<file path="config.mk">
export PLATFORM = sky130hd
export DESIGN_NAME = uiifc_regs
export DESIGN_NICKNAME = d
export VERILOG_FILES = /design/src/rtl/uiifc_pkg.sv /design/src/rtl/uiifc_irq_encode.sv /design/src/rtl/uiifc_trig_decode.sv /design/src/rtl/uiifc_regs.sv
export SDC_FILE = /design/constraint.sdc
export NUM_CORES = 1
export LEC_CHECK = 0
export ABC_AREA = 1
export BUFFER_PORTS_ARGS = -buffer_cell sky130_fd_sc_hd__buf_2
export CAP_MARGIN = 20
export CORE_MARGIN = 10
export CORE_UTILIZATION = 45
export CTS_CLUSTER_SIZE = 10
export DETAILED_ROUTE_END_ITERATION = 7
export PLACE_DENSITY = 0.78
export SYNTH_ARGS = -nofsm -noshare
export SYNTH_HDL_FRONTEND = slang
export SYNTH_HIERARCHICAL = 1
export SYNTH_SLANG_ARGS = --single-unit
</file>
<file path="constraint.sdc">
create_clock -name i_clock -period 1.5 [get_ports i_clock]
set_clock_uncertainty 0.2 [all_clocks]
set_input_delay 0 -clock i_clock [delete_from_list [all_inputs] [get_ports i_clock]]
set_output_delay 0 -clock i_clock [all_outputs]
set_load 0.005 [all_outputs]
</file>
<file path="src/rtl/uiifc_pkg.sv">
// Package with the offsets, field layouts, reset values and codes of the interrupt-id and FIFO-control block.
package uiifc_pkg;
	localparam int unsigned ADDR_W = 3;
	localparam logic [ADDR_W-1:0] OFF_BAUD_DIVISOR_HIGH = 3'h1;
	localparam logic [ADDR_W-1:0] OFF_INTERRUPT_SOURCE_ID = 3'h2;
	localparam logic [ADDR_W-1:0] OFF_FIFO_CONTROL = 3'h2;
	localparam logic [7:0] RST_BAUD_DIVISOR_HIGH = 8'h00;
	localparam logic [7:0] RST_INTERRUPT_SOURCE_ID = 8'h01;
	localparam logic [7:0] RST_FIFO_CONTROL = 8'h00;
	localparam logic [7:0] READ_UNMAPPED = 8'h00;
	localparam int unsigned LC_DIVISOR_ENABLE_BIT = 7;
	localparam logic [7:0] LC_ENHANCED_ACCESS = 8'hBF;
	localparam int unsigned EFC_ENHANCED_ENABLE_BIT = 4;
	localparam int unsigned FC_FIFO_ENABLE_BIT = 0;
	localparam int unsigned FC_TX_RESET_BIT = 2;
	localparam int unsigned FC_TX_TRIG_LSB = 4;
	localparam int unsigned FC_RX_TRIG_LSB = 6;
	localparam int unsigned ID_NONE_BIT = 0;
	localparam logic [5:0] ID_NONE = 6'h01;
	localparam logic [5:0] ID_LINE_STATUS = 6'h06;
	localparam logic [5:0] ID_RX_TIMEOUT = 6'h0C;
	localparam logic [5:0] ID_RX_DATA = 6'h04;
	localparam logic [5:0] ID_TX_EMPTY = 6'h02;
	localparam logic [5:0] ID_MODEM = 6'h00;
	localparam logic [5:0] ID_GPIO_CHANGE = 6'h30;
	localparam logic [5:0] ID_XOFF_SPECIAL = 6'h10;
	localparam logic [5:0] ID_FLOW_INACTIVE = 6'h20;
	localparam int unsigned LEVEL_W = 7;
	localparam logic [LEVEL_W-1:0] LEVEL_SINGLE = 7'h01;
	localparam logic [LEVEL_W-1:0] RX_LEVEL_0 = 7'h08;
	localparam logic [LEVEL_W-1:0] RX_LEVEL_1 = 7'h10;
	localparam logic [LEVEL_W-1:0] RX_LEVEL_2 = 7'h38;
	localparam logic [LEVEL_W-1:0] RX_LEVEL_3 = 7'h3C;
	localparam logic [LEVEL_W-1:0] TX_LEVEL_0 = 7'h08;
	localparam logic [LEVEL_W-1:0] TX_LEVEL_1 = 7'h10;
	localparam logic [LEVEL_W-1:0] TX_LEVEL_2 = 7'h20;
	localparam logic [LEVEL_W-1:0] TX_LEVEL_3 = 7'h38;
	localparam int unsigned FIFO_DEPTH = 64;
endpackage : uiifc_pkg

</file>
<file path="src/rtl/uiifc_irq_encode.sv">
// Priority encoder from pending interrupt sources to the six-bit identification code.
`timescale 1ns/10ps
module uiifc_irq_encode
	import uiifc_pkg::*;
(
	input wire logic i_src_line_status,
	input wire logic i_src_rx_timeout,
	input wire logic i_src_rx_data,
	input wire logic i_src_tx_empty,
	input wire logic i_src_modem,
	input wire logic i_src_gpio_change,
	input wire logic i_src_xoff_special,
	input wire logic i_src_flow_inactive,
	output logic [5:0] o_id
);
	// The first pending source in this chain wins; later ones stay hidden until it clears.
	always_comb begin
		if (i_src_line_status) begin
			o_id = ID_LINE_STATUS;
		end else if (i_src_rx_timeout) begin
			o_id = ID_RX_TIMEOUT;
		end else if (i_src_rx_data) begin
			o_id = ID_RX_DATA;
		end else if (i_src_tx_empty) begin
			o_id = ID_TX_EMPTY;
		end else if (i_src_modem) begin
			o_id = ID_MODEM;
		end else if (i_src_gpio_change) begin
			o_id = ID_GPIO_CHANGE;
		end else if (i_src_xoff_special) begin
			o_id = ID_XOFF_SPECIAL;
		end else if (i_src_flow_inactive) begin
			o_id = ID_FLOW_INACTIVE;
		end else begin
			o_id = ID_NONE;
		end
	end
endmodule : uiifc_irq_encode

</file>
<file path="src/rtl/uiifc_trig_decode.sv">
// Decoder from the FIFO-control trigger fields to trigger levels in characters or spaces.
`timescale 1ns/10ps
module uiifc_trig_decode
	import uiifc_pkg::*;
(
	input wire logic i_fifo_enable,
	input wire logic [1:0] i_rx_sel,
	input wire logic [1:0] i_tx_sel,
	output logic [LEVEL_W-1:0] o_rx_level,
	output logic [LEVEL_W-1:0] o_tx_level
);
	function automatic logic [LEVEL_W-1:0] pick(input logic [1:0] sel, input logic [LEVEL_W-1:0] l0,
			input logic [LEVEL_W-1:0] l1, input logic [LEVEL_W-1:0] l2, input logic [LEVEL_W-1:0] l3);
		unique case (sel)
			2'h0: pick = l0;
			2'h1: pick = l1;
			2'h2: pick = l2;
			2'h3: pick = l3;
		endcase
	endfunction : pick

	// Without FIFOs each side holds one character, so the trigger collapses to one.
	always_comb begin
		if (i_fifo_enable) begin
			o_rx_level = pick(i_rx_sel, RX_LEVEL_0, RX_LEVEL_1, RX_LEVEL_2, RX_LEVEL_3);
			o_tx_level = pick(i_tx_sel, TX_LEVEL_0, TX_LEVEL_1, TX_LEVEL_2, TX_LEVEL_3);
		end else begin
			o_rx_level = LEVEL_SINGLE;
			o_tx_level = LEVEL_SINGLE;
		end
	end
endmodule : uiifc_trig_decode

</file>
<file path="src/rtl/uiifc_regs.sv">
// Upper divisor byte, interrupt identification and FIFO control registers of the UART bridge.
`timescale 1ns/10ps
module uiifc_regs
	import uiifc_pkg::*;
#(
	parameter int unsigned ADDR_WIDTH = ADDR_W
)(
	input wire logic i_clock,
	input wire logic i_nrst,
	input wire logic i_soft_reset,
	input wire logic [ADDR_WIDTH-1:0] i_reg_addr,
	input wire logic i_reg_write,
	input wire logic i_reg_read,
	input wire logic [7:0] i_reg_wdata,
	input wire logic [7:0] i_line_control,
	input wire logic [7:0] i_enhanced_feature_ctrl,
	input wire logic i_src_line_status,
	input wire logic i_src_rx_timeout,
	input wire logic i_src_rx_data,
	input wire logic i_src_tx_empty,
	input wire logic i_src_modem,
	input wire logic i_src_gpio_change,
	input wire logic i_src_xoff_special,
	input wire logic i_src_flow_inactive,
	output logic [7:0] o_reg_rdata,
	output logic [7:0] o_baud_divisor_high,
	output logic [7:0] o_interrupt_source_id,
	output logic o_int_pending,
	output logic o_fifo_enable,
	output logic o_tx_fifo_reset,
	output logic [LEVEL_W-1:0] o_rx_trigger_level,
	output logic [LEVEL_W-1:0] o_tx_trigger_level
);
	// The offsets are fixed three-bit codes, so any other address width is refused at elaboration.
	if (ADDR_WIDTH != ADDR_W) begin : g_bad_width
		$error("uiifc_regs: ADDR_WIDTH must match the register offsets");
	end

	typedef struct packed {
		logic [7:0] divisor_high;
		logic fifo_enable;
		logic [1:0] rx_trig;
		logic [1:0] tx_trig;
		logic tx_reset;
		logic [7:0] source_id;
		logic pending;
		logic [7:0] rdata;
		logic [LEVEL_W-1:0] rx_level;
		logic [LEVEL_W-1:0] tx_level;
	} uiifc_state_t;

	uiifc_state_t state;
	uiifc_state_t next_state;
	logic [5:0] id_code;
	logic [7:0] source_id_now;
	logic [LEVEL_W-1:0] rx_level_dec;
	logic [LEVEL_W-1:0] tx_level_dec;
	logic divisor_open;
	logic normal_open;
	logic enhanced_on;

	uiifc_irq_encode u_encode (
		.i_src_line_status(i_src_line_status),
		.i_src_rx_timeout(i_src_rx_timeout),
		.i_src_rx_data(i_src_rx_data),
		.i_src_tx_empty(i_src_tx_empty),
		.i_src_modem(i_src_modem),
		.i_src_gpio_change(i_src_gpio_change),
		.i_src_xoff_special(i_src_xoff_special),
		.i_src_flow_inactive(i_src_flow_inactive),
		.o_id(id_code)
	);

	// Levels follow the stored fields, so they settle one cycle after the field itself.
	uiifc_trig_decode u_trig (
		.i_fifo_enable(state.fifo_enable),
		.i_rx_sel(state.rx_trig),
		.i_tx_sel(state.tx_trig),
		.o_rx_level(rx_level_dec),
		.o_tx_level(tx_level_dec)
	);

	always_comb begin
		divisor_open = i_line_control[LC_DIVISOR_ENABLE_BIT] && (i_line_control != LC_ENHANCED_ACCESS);
		normal_open = !i_line_control[LC_DIVISOR_ENABLE_BIT];
		enhanced_on = i_enhanced_feature_ctrl[EFC_ENHANCED_ENABLE_BIT];
		source_id_now = {state.fifo_enable, state.fifo_enable, id_code};
	end

	always_comb begin
		next_state = state;
		next_state.tx_reset = 1'b0;
		next_state.source_id = source_id_now;
		// The pending flag gets its own flop so the output carries no gate after the register.
		next_state.pending = !source_id_now[ID_NONE_BIT];
		next_state.rx_level = rx_level_dec;
		next_state.tx_level = tx_level_dec;
		if (i_reg_read) begin
			if (divisor_open && i_reg_addr == OFF_BAUD_DIVISOR_HIGH) begin
				next_state.rdata = state.divisor_high;
			end else if (normal_open && i_reg_addr == OFF_INTERRUPT_SOURCE_ID) begin
				next_state.rdata = source_id_now;
			end else begin
				next_state.rdata = READ_UNMAPPED;
			end
		end
		if (i_reg_write && divisor_open && i_reg_addr == OFF_BAUD_DIVISOR_HIGH) begin
			next_state.divisor_high = i_reg_wdata;
		end
		if (i_reg_write && normal_open && i_reg_addr == OFF_FIFO_CONTROL) begin
			next_state.fifo_enable = i_reg_wdata[FC_FIFO_ENABLE_BIT];
			next_state.tx_reset = i_reg_wdata[FC_TX_RESET_BIT];
			// Trigger fields are not programmable while the FIFOs are being switched off.
			if (i_reg_wdata[FC_FIFO_ENABLE_BIT]) begin
				next_state.rx_trig = i_reg_wdata[FC_RX_TRIG_LSB +: 2];
				if (enhanced_on) begin
					next_state.tx_trig = i_reg_wdata[FC_TX_TRIG_LSB +: 2];
				end
			end
		end
		// Software reset returns control to defaults but keeps the baud rate running.
		if (i_soft_reset) begin
			next_state.fifo_enable = RST_FIFO_CONTROL[FC_FIFO_ENABLE_BIT];
			next_state.rx_trig = RST_FIFO_CONTROL[FC_RX_TRIG_LSB +: 2];
			next_state.tx_trig = RST_FIFO_CONTROL[FC_TX_TRIG_LSB +: 2];
			next_state.tx_reset = 1'b0;
		end
	end

	always_ff @(posedge i_clock or negedge i_nrst) begin
		if (!i_nrst) begin
			state.divisor_high <= RST_BAUD_DIVISOR_HIGH;
			state.fifo_enable <= RST_FIFO_CONTROL[FC_FIFO_ENABLE_BIT];
			state.rx_trig <= RST_FIFO_CONTROL[FC_RX_TRIG_LSB +: 2];
			state.tx_trig <= RST_FIFO_CONTROL[FC_TX_TRIG_LSB +: 2];
			state.tx_reset <= 1'b0;
			state.source_id <= RST_INTERRUPT_SOURCE_ID;
			state.pending <= 1'b0;
			state.rdata <= READ_UNMAPPED;
			state.rx_level <= LEVEL_SINGLE;
			state.tx_level <= LEVEL_SINGLE;
		end else begin
			state <= next_state;
		end
	end

	always_comb begin
		o_reg_rdata = state.rdata;
		o_baud_divisor_high = state.divisor_high;
		o_interrupt_source_id = state.source_id;
		o_int_pending = state.pending;
		o_fifo_enable = state.fifo_enable;
		o_tx_fifo_reset = state.tx_reset;
		o_rx_trigger_level = state.rx_level;
		o_tx_trigger_level = state.tx_level;
	end

	logic div_wr;
	logic fc_wr;
	logic id_rd;
	logic div_rd;
	logic [7:0] src_vec;
	always_comb begin
		div_wr = i_reg_write && divisor_open && i_reg_addr == OFF_BAUD_DIVISOR_HIGH;
		fc_wr = i_reg_write && normal_open && i_reg_addr == OFF_FIFO_CONTROL && !i_soft_reset;
		id_rd = i_reg_read && normal_open && i_reg_addr == OFF_INTERRUPT_SOURCE_ID;
		div_rd = i_reg_read && divisor_open && i_reg_addr == OFF_BAUD_DIVISOR_HIGH;
		src_vec = {i_src_line_status, i_src_rx_timeout, i_src_rx_data, i_src_tx_empty, i_src_modem,
			i_src_gpio_change, i_src_xoff_special, i_src_flow_inactive};
	end
endmodule : uiifc_regs

</file>
==> impl_metrics.yaml, run 1 <==
placed_design:
  place_hpwl_um: 3575
  pre_cts_ws_ps: 269.8
  gpl.final_weighted_congestion: 0.7906
  portBuffers: 73
  dpl_cell_area_mm2: 0.002346
clocking:
  postCtsSetupBuffers: 0
  numCtsBuffers: 5
  worstSkewPairLatency_ps: 290
  clk_root_buffer_cell: "clkbuf_8"
  cts-htree-levels: 2
  cts_num_sinks: 44
  path_clk_slew_ps: 80
  cts_hold_buf: 34
  cts_tree: "done"
  clockBufferDepth: 2
finish:
  fin_util_pct: 60.05
  layout-drive-gt1-share_pct: 34.38
  nets: 360
  nFillCells: 402
  n_antenna_cell: 0
  final_cell_area_mm2: 0.002836
  areaGrowthSynthToFinish_pct: 28.66
setup_path:
  critPathLaunchType: "input port"
  crit_path_max_fanout: 3
  critPathBufInv: 3
  worstSetupEndpointType: "flop"
  cp_top_family: "buffers and inverters"
  crit_type: "in -> reg"
  startpoint: "i_src_rx_data"
  slowest_stage: "dlygate4sd3_1"
  reg2reg_from: "o_baud_divisor_high[5]$_DFFE_PN0P_"
  crit_top_cell: "dlygate4sd3_1"
  critical_path.cell_chain: "dlygate4sd3_1, buf_2, nor2_4, nand2_1, dlygate4sd3_1"
  cp.arrival_ps: 1430
  max_stage_delay_ps: 550
  reg2regPathDepth: 3
  reg2reg_to: "o_baud_divisor_high[5]$_DFFE_PN0P_"
  cp.required_ps: 1480
  reg2reg_slack_ps: 60
floorplanning:
  core_area_mm2: 0.004723
  num_rows: 25
  start_util_pct: 46.68
  dieArea_mm2: 0.008099
  die_y_um: 90.00
  dieWidth_um: 90.00
  io_pins: 81
synthesis:
  synth_top_family_by_area: "buffers and inverters"
  synth_common_cells: "buf_4, dfrtp_1, nand2_1, inv_1, nor2_1"
  yosys.area_share.adder_pct: 2.270
  synth_flop_cell: "dfrtp_1"
  synthSimpleGateAreaFrac_pct: 20.49
  synth-xor-area-share_pct: 0
  synth_compound_area_share_pct: 5.675
  yosysMostFrequentCell: "buf_4"
  synthCells: 241
  synth.largest_area_cell: "dfrtp_1"
  ys_types: 22
  yosys.area.top_type_share_pct: 46.54
  syn_area_mm2: 0.002205
  synthArstFlopShare_pct: 100.0
  synth_warnings: 6
  avgSynthCellArea_um2: 9.148
  synth_edf_count: 0
  ys_ff_latch: 44
  yosys-top-cells-area: "dfrtp_1, buf_4, nand2_1"
  yosysSeqAreaShare_pct: 50.11
  synth.area.mux_share_pct: 0
detailed_routing:
  drc_errors: 0
  via_count: 1658
  viasPerCell: 4.318
  drt_pass1_iterations: 4
  dr.first_iter.drc_count: 54
  postRouteAntennaNets: 0
  finalWirelength_um: 4999
  wl_per_cell_um: 13.02
job:
  max-cap-violations: 0
outcome:
  failed_checks: "hold timing"
  status: "complete, but fails checks"
sta:
  setup-tns-final_ps: 0
  tightest_slew_ps: 537.9
  fin_crit_ps: 1450
  finalCritPeriodShare_pct: 96.67
  hold_viol: 4
  hold_ws_ps: -88.50
  fin_ws_ps: 50.00
  finalSetupViolCount: 0
  slew_headroom_pct: 64.14
  report.final.slew_viol_count: 0
  fmax_mhz: 689.7
pwr:
  peakVddDrop_v: 0.0004654
  power_mw: 2.813
  power.density_mw_per_mm2: 991.6
  p_leak_nw: 1.576
min_path:
  min_from: "i_reg_addr[2]"
  min_to: "o_fifo_enable$_DFFE_PN0P_"
  hp-class: "in -> reg"
  hold_depth: 4
global_routing:
  grt_max_degree: 25
  grt_pass1_wl_um: 8376
  grt.total_usage_pct: 12.51
  grt_remaining_overflow: 0
  grt_antenna_before_repair: 0
  grt_pass1_vias: 1723
-- layout by cell type (no fill, tap or decap), types with 3 or more instances in the layout --
cell type / Yosys / routed
nand2_1: 38 / 38
clkbuf_8: 0 / 5
o21ai_2: 8 / 8
nand3_1: 18 / 18
nor2_1: 20 / 19
dlygate4sd3_1: 0 / 32
a21oi_1: 9 / 9
conb_1: 1 / 5
nand2_2: 4 / 4
inv_1: 32 / 32
dfstp_2: 3 / 3
buf_2: 0 / 73
nor2_2: 4 / 4
ha_1: 4 / 4
nand4_1: 5 / 5
buf_4: 44 / 3
dfrtp_1: 41 / 41
-- metrics by stage --
step | std cells | hold slack (ps)
after global placement | 342 | -205.2
after floorplan | 245 | -495.6
after CTS | 384 | -117.2
final | 384 | -88.50
after detailed placement | 342 | -187.8
after global routing | 384 | -59.75
-- timing repair --
item	in CTS	in global routing
gates resized for setup	0	5
hold endpoints to repair	73	2
endpoints found under the setup margin	0	6
-- sequential cells by signal, summed over array words and instances, names as in the netlist --
register               flops
o_fifo_enable              1
o_tx_fifo_reset            1
o_rx_trigger_level         7
o_int_pending              1
state                      4
o_baud_divisor_high        8
o_interrupt_source_id      7
o_tx_trigger_level         7
o_reg_rdata                8
-- power breakdown --
group	total, mW	internal [mW]	switching [mW]
registers	1.32	1.26	0.0559
logic	0.441	0.235	0.206
clock network	1.06	0.665	0.390
total	2.81	2.16	0.651
-- tightest hold or removal path: cells and delay by family --
kind                   cells  cell delay, ps
AND/OR/NAND/NOR            2             180
buffers and inverters      1             100
AO/OA/AOI/OAI              1              90
-- worst max path at each step --
| stage | end | slack, ps | depth (start not counted) |
|---|---|---|---|
| after floorplan | o_reg_rdata[6]$_DFFE_PN0P_ | 440 | 4 |
| after CTS | o_tx_fifo_reset$_DFF_PN0_ | 5 | 5 |
| after detailed placement | state[32]$_DFFE_PN0P_ | 270 | 7 |
| after global placement | state[33]$_DFFE_PN0P_ | 270 | 7 |
| after global routing | o_interrupt_source_id[2]$_DFF_PN0_ | -2 | 5 |
| final | o_interrupt_source_id[2]$_DFF_PN0_ | 50 | 5 |
-- routing by layer --
layer / share of wire, % / GRT usage (%)
met1: 39 / 12.90
met2: 50 / 22.03
met3: 7.5 / 4.572
met4: 2.6 / 5.836
met5: 0 / 0
-- final cells by class --
| type | count | area, um^2 | area share (%) |
|---|---|---|---|
| clock buffers | 6 | 72.57 | 2.558 |
| clock inverters | 2 | 60.06 | 2.117 |
| inverters | 33 | 123.9 | 4.367 |
| flip-flops and latches | 44 | 1105 | 38.95 |
| well taps | 67 | 83.83 | 2.955 |
| repair buffers | 110 | 733.2 | 25.85 |
| multi-input cells | 122 | 658.1 | 23.20 |
-- cells by family after synthesis --
family	after synthesis
AOI/OAI and AO/OA	19
adders and majority gates	4
buffers and inverters	79
DFF	44
other	1
and+or+nand+nor	94
(Power assumes the default switching activity.)
==> run 2, diff against run 1 <==
--- a/config.mk
+++ b/config.mk
@@ -12,6 +12,7 @@
 export CORE_UTILIZATION = 45
 export CTS_CLUSTER_SIZE = 10
 export DETAILED_ROUTE_END_ITERATION = 7
+export MAX_ROUTING_LAYER = met4
 export PLACE_DENSITY = 0.78
 export SYNTH_ARGS = -nofsm -noshare
 export SYNTH_HDL_FRONTEND = slang
==> run 2 against run 1 <==
The run still ends with hold timing left. Combinational power about the same. Critical path depth unchanged. Critical endpoint unchanged. Via count decreased by 0.54%. Sequential power about the same. Setup slack about the same. Highest routed layer unchanged.
==> impl_metrics.yaml, run 2 (same netlist as run 1, synthesis figures left out) <==
detailed_routing:
  wl_met1_um: 2083
  wl_met2_um: 2495
  finalWirelength_um: 4988
  drt_pass1_iterations: 4
  drc_errors: 0
  highest_layer: "met4"
  met3_length_um: 280
  viasPerCell: 4.294
  wl_per_cell_um: 12.99
  via_count: 1649
  dr.first_iter.drc_count: 75
  postRouteAntennaNets: 0
global_routing:
  grt_max_degree: 25
  grt_pass1_wl_um: 8383
  grt_remaining_overflow: 0
  grt.total_usage_pct: 12.84
  grt_pass1_vias: 1723
  grt_antenna_before_repair: 0
sta:
  hold_ws_ps: -89.58
  hold_viol: 5
  fmax_mhz: 689.5
  fin_crit_ps: 1450
  slew_headroom_pct: 64.65
  finalSetupViolCount: 0
  report.final.slew_viol_count: 0
  finalCritPeriodShare_pct: 96.69
  tightest_slew_ps: 530.2
floorplanning:
  die_y_um: 90.00
  start_util_pct: 46.68
  dieWidth_um: 90.00
  io_pins: 81
  core_area_mm2: 0.004723
  dieArea_mm2: 0.008099
  num_rows: 25
pwr:
  power.density_mw_per_mm2: 992.2
  p_leak_nw: 1.576
  peakVddDrop_v: 0.0004660
clocking:
  numCtsBuffers: 5
  clk_root_buffer_cell: "clkbuf_8"
  path_clk_slew_ps: 80
  clockBufferDepth: 2
  cts_num_sinks: 44
  worstSkewPairLatency_ps: 290
  postCtsSetupBuffers: 0
  cts_hold_buf: 34
  cts_tree: "done"
  cts-htree-levels: 2
outcome:
  failed_checks: "hold timing"
  status: "complete, but fails checks"
setup_path:
  critical_path.cell_chain: "dlygate4sd3_1, buf_2, nor2_4, nand2_1, dlygate4sd3_1"
  worstSetupEndpointType: "flop"
  critPathLaunchType: "input port"
  cp.arrival_ps: 1430
  crit_type: "in -> reg"
  crit_path_max_fanout: 3
  critPathBufInv: 3
  cp_top_family: "buffers and inverters"
  max_stage_delay_ps: 550
  crit_top_cell: "dlygate4sd3_1"
  slowest_stage: "dlygate4sd3_1"
  cp.required_ps: 1480
min_path:
  hp-class: "in -> reg"
placed_design:
  dpl_cell_area_mm2: 0.002346
  place_hpwl_um: 3575
  portBuffers: 73
  placedCellCount: 342
  gpl.final_weighted_congestion: 0.8017
finish:
  areaGrowthSynthToFinish_pct: 28.66
  final_common_cell: "buf_2"
  final_cell_area_mm2: 0.002836
  n_antenna_cell: 0
  fin_cells: 384
  fin_util_pct: 60.05
  nFillCells: 402
  layout-drive-gt1-share_pct: 34.38
  mostFrequentLayoutCells: "buf_2, dfrtp_1, nand2_1, inv_1, dlygate4sd3_1"
  nets: 360
job:
  max-cap-violations: 0
[run 2: cell counts in the layout (fill, tap and decap cells not counted)]
Identical to the previous run, type by type.
[run 2: layout make-up]
type	instances	area [um^2]	area share, %
flip-flops and latches	44	1105	38.95
inverters	33	123.9	4.367
clock buffers	6	72.57	2.558
well taps	67	83.83	2.955
multi-input cells	122	658.1	23.20
repair buffers	110	733.2	25.85
clock inverters	2	60.06	2.117
[run 2: worst register-to-register path, cell delays in order (launching register included)]
cell and delay [ps]:
dfrtp_1 420, nand2_1 100, o21ai_2 50, dlygate4sd3_1 560
[run 2: what timing repair did]
item,CTS,global route
hold endpoints to repair,73,2
gates resized for setup,0,5
endpoints found under the setup margin,0,6
[run 2: path summary, 6_finish.rpt]
kind                       cells after the start                                 end  slack, ps                               start
max in group asynchronous                      3  o_baud_divisor_high[6]$_DFFE_PN0P_        520                              i_nrst
max reg2reg                                    3  o_baud_divisor_high[5]$_DFFE_PN0P_         60  o_baud_divisor_high[5]$_DFFE_PN0P_
min reg2reg                                    2          o_reg_rdata[1]$_DFFE_PN0P_        330          o_reg_rdata[1]$_DFFE_PN0P_
min in group asynchronous                      2     o_tx_trigger_level[2]$_DFF_PN0_          0                              i_nrst
max                                            5  o_interrupt_source_id[2]$_DFF_PN0_         50                       i_src_rx_data
min                                            4           o_fifo_enable$_DFFE_PN0P_        -90                       i_reg_addr[2]
[run 2: metal layers]
layer	vias to the layer above	GRT usage, %
li1	846	-
met1	745	13.35
met2	47	22.03
met3	11	3.741
met4	0	5.836
met5	-	-
[run 2: stage by stage]
stage	total power [mW]	setup slack (ps)	hold WS, ps	setup TNS, ps
6_report	2.814	49.60	-89.58	0
5_1_grt	2.930	-1.645	-59.75	-1.645
4_1_cts	2.826	5.095	-117.2	0
3_5_place_dp	1.672	269.8	-187.8	0
3_3_place_gp	1.659	270.4	-205.2	0
2_1_floorplan	1.583	437.4	-495.6	0
[run 2: power breakdown]
part           switching, mW  leakage, nW  internal [mW]
Clock                  0.391       0.0654          0.665
Sequential            0.0559        0.557           1.26
Combinational          0.206        0.954          0.235
Total                  0.653         1.58           2.16
==> run 3, diff against run 2 <==
--- a/config.mk
+++ b/config.mk
@@ -10,10 +10,11 @@
 export CAP_MARGIN = 20
 export CORE_MARGIN = 10
 export CORE_UTILIZATION = 45
+export CTS_BUF_LIST = sky130_fd_sc_hd__clkbuf_2
 export CTS_CLUSTER_SIZE = 10
 export DETAILED_ROUTE_END_ITERATION = 7
 export MAX_ROUTING_LAYER = met4
-export PLACE_DENSITY = 0.78
+export PLACE_DENSITY = 0.74
 export SYNTH_ARGS = -nofsm -noshare
 export SYNTH_HDL_FRONTEND = slang
 export SYNTH_HIERARCHICAL = 1
==> run 3 against run 2 <==
Setup slack gained 9.1 ps. Core utilization fell by 2.1 points. Non-clock buffer count is 1 higher. The run now ends clean. First-iteration DRC count stayed put. Final area is 3.4% lower. Combinational power fell by 4%.
==> impl_metrics.yaml, run 3 (same netlist as run 1, synthesis figures left out) <==
pwr:
  peakVddDrop_v: 0.0003293
  p_leak_nw: 1.515
  swShare_pct: 27.41
  combPwrFrac_pct: 19.2
  seqPwrFrac_pct: 59.4
  power.density_mw_per_mm2: 808.4
  power_frac_clock_pct: 21.4
  power.switching_mw: 0.6069
  p_int_mw: 1.607
sta:
  fin_crit_ps: 1441
  fmax_mhz: 693.8
  report.final.slew_viol_count: 0
  hold_ws_ps: 116.3
  slew_headroom_pct: 66.54
  rsz0062_at_grt: "false"
  finalCritPeriodShare_pct: 96.09
  finalSetupViolCount: 0
  hold_viol: 0
  setup-tns-final_ps: 0
  tightest_slew_ps: 501.8
clocking:
  cts-htree-levels: 2
  worstSkewPairLatency_ps: 380
  cts_num_sinks: 44
  path_clk_slew_ps: 190
  numCtsBuffers: 5
  postCtsSetupBuffers: 0
  clk_root_buffer_cell: "clkbuf_2"
  cts_tree: "done"
  clockBufferDepth: 2
detailed_routing:
  viasPerCell: 4.286
  wl_per_cell_um: 12.49
  drt_pass1_iterations: 4
  dr.first_iter.drc_count: 75
  via_count: 1650
  finalWirelength_um: 4810
  drc_errors: 0
  postRouteAntennaNets: 0
setup_path:
  critPathBufInv: 1
  cp.required_ps: 1590
  cp.arrival_ps: 1530
  worstSetupEndpointType: "flop"
  crit_path_max_fanout: 3
  slowest_stage: "dlygate4sd3_1"
  max_stage_delay_ps: 560
  crit_type: "reg -> reg"
  critical_path.cell_chain: "nand2_1, o21ai_2, dlygate4sd3_1"
  cp_top_family: "buffers and inverters"
  critPathLaunchType: "flop"
global_routing:
  grt.total_usage_pct: 13.01
  grt_pass1_wl_um: 8576
  grt_remaining_overflow: 0
  grt_antenna_before_repair: 0
  grt_pass1_vias: 1796
  grt_max_degree: 24
floorplanning:
  dieWidth_um: 90.00
  num_rows: 25
  start_util_pct: 46.68
  core_area_mm2: 0.004723
  die_y_um: 90.00
  io_pins: 81
  dieArea_mm2: 0.008099
finish:
  n_antenna_cell: 0
  areaGrowthSynthToFinish_pct: 24.23
  final_common_cell: "buf_2"
  nets: 361
  mostFrequentLayoutCells: "buf_2, dfrtp_1, nand2_1, dlygate4sd3_1, inv_1"
  layout-drive-gt1-share_pct: 33.96
placed_design:
  portBuffers: 73
  place_hpwl_um: 3605
  gpl.final_weighted_congestion: 0.7779
outcome:
  status: "finished clean"
job:
  max-cap-violations: 0
min_path:
  hp-class: "in -> reg"
==> run 3: cell count changes in the layout (fill, tap and decap cells not counted) <==
cell | before | now
clkinvlp_4 | 0 | 1
dlymetal6s4s_1 | 2 | 0
clkbuf_8 | 5 | 0
bufinv_16 | 2 | 0
clkbuf_1 | 1 | 0
nor2_1 | 19 | 20
clkbuf_2 | 0 | 6
dlygate4sd3_1 | 32 | 35
nor2_4 | 1 | 0
clkinv_2 | 0 | 1
nor3_1 | 0 | 1
nor3_2 | 1 | 0
==> run 3: stage by stage <==
stage	power (mW)	util, %	std cells	setup slack (ps)	area [um^2]
floorplan	1.583	-	245	437.4	2220
global placement	1.658	49.67	342	290.2	2346
detailed placement	1.669	49.67	342	264.9	2346
CTS	2.251	58.20	386	19.82	2749
global route	2.371	57.99	385	2.812	2739
finish	2.214	57.99	385	58.70	2739
==> run 3: path summary, 6_finish.rpt <==
check                                                        start  slack (ps)                                  to  depth (start not counted)
min in group asynchronous                                   i_nrst         390     o_rx_trigger_level[6]$_DFF_PN0_                          3
worst min-delay path                             i_src_line_status         120  o_interrupt_source_id[3]$_DFF_PN0_                          3
worst max register to register  o_baud_divisor_high[5]$_DFFE_PN0P_          60  o_baud_divisor_high[5]$_DFFE_PN0P_                          3
max in group asynchronous                                   i_nrst         120  o_baud_divisor_high[6]$_DFFE_PN0P_                          4
worst min register to register               state[34]$_DFFE_PN0P_         340     o_rx_trigger_level[4]$_DFF_PN0_                          2
worst max-delay path            o_baud_divisor_high[5]$_DFFE_PN0P_          60  o_baud_divisor_high[5]$_DFFE_PN0P_                          3
==> run 3: power by group through the flow <==
stage                     clock (mW)  combinational, mW  sequential [mW]
after floorplan                    0              0.260             1.32
after global routing           0.561              0.483             1.33
after CTS                      0.504              0.434             1.31
final                          0.474              0.426             1.31
after global placement             0              0.326             1.33
after detailed placement           0              0.335             1.33
==> run 3: timing repair <==
action / in CTS / in global routing
hold buffers: 36 / 0
hold endpoints to repair: 73 / 0
endpoints found under the setup margin: 0 / 1
resized for setup: 0 / 0
==> run 3: area by class of cell <==
type / instances / area [um^2]
flip-flops and latches: 44 / 1105
fillers: 434 / 1984
multi-input cells: 122 / 645.6
inverters: 33 / 123.9
clock inverters: 2 / 12.51
clock buffers: 6 / 30.03
repair buffers: 111 / 738.2
well taps: 67 / 83.83
==> run 3: layer usage <==
layer | vias up | routed length, um | track usage [%] | part of all wire, %
li1 | 849 | - | - | -
met1 | 744 | 2024 | 13.99 | 42
met2 | 49 | 2383 | 21.79 | 50
met3 | 8 | 304 | 4.406 | 6.3
met4 | 0 | 97 | 4.907 | 2.0
met5 | - | 0 | - | 0
==> run 3: worst reg2reg max path, delay by kind of cell, from the launching register on <==
family,cells,cell delay [ps]
buf+inv,1,560
flops,1,450
compound gates,1,50
simple gates,1,90
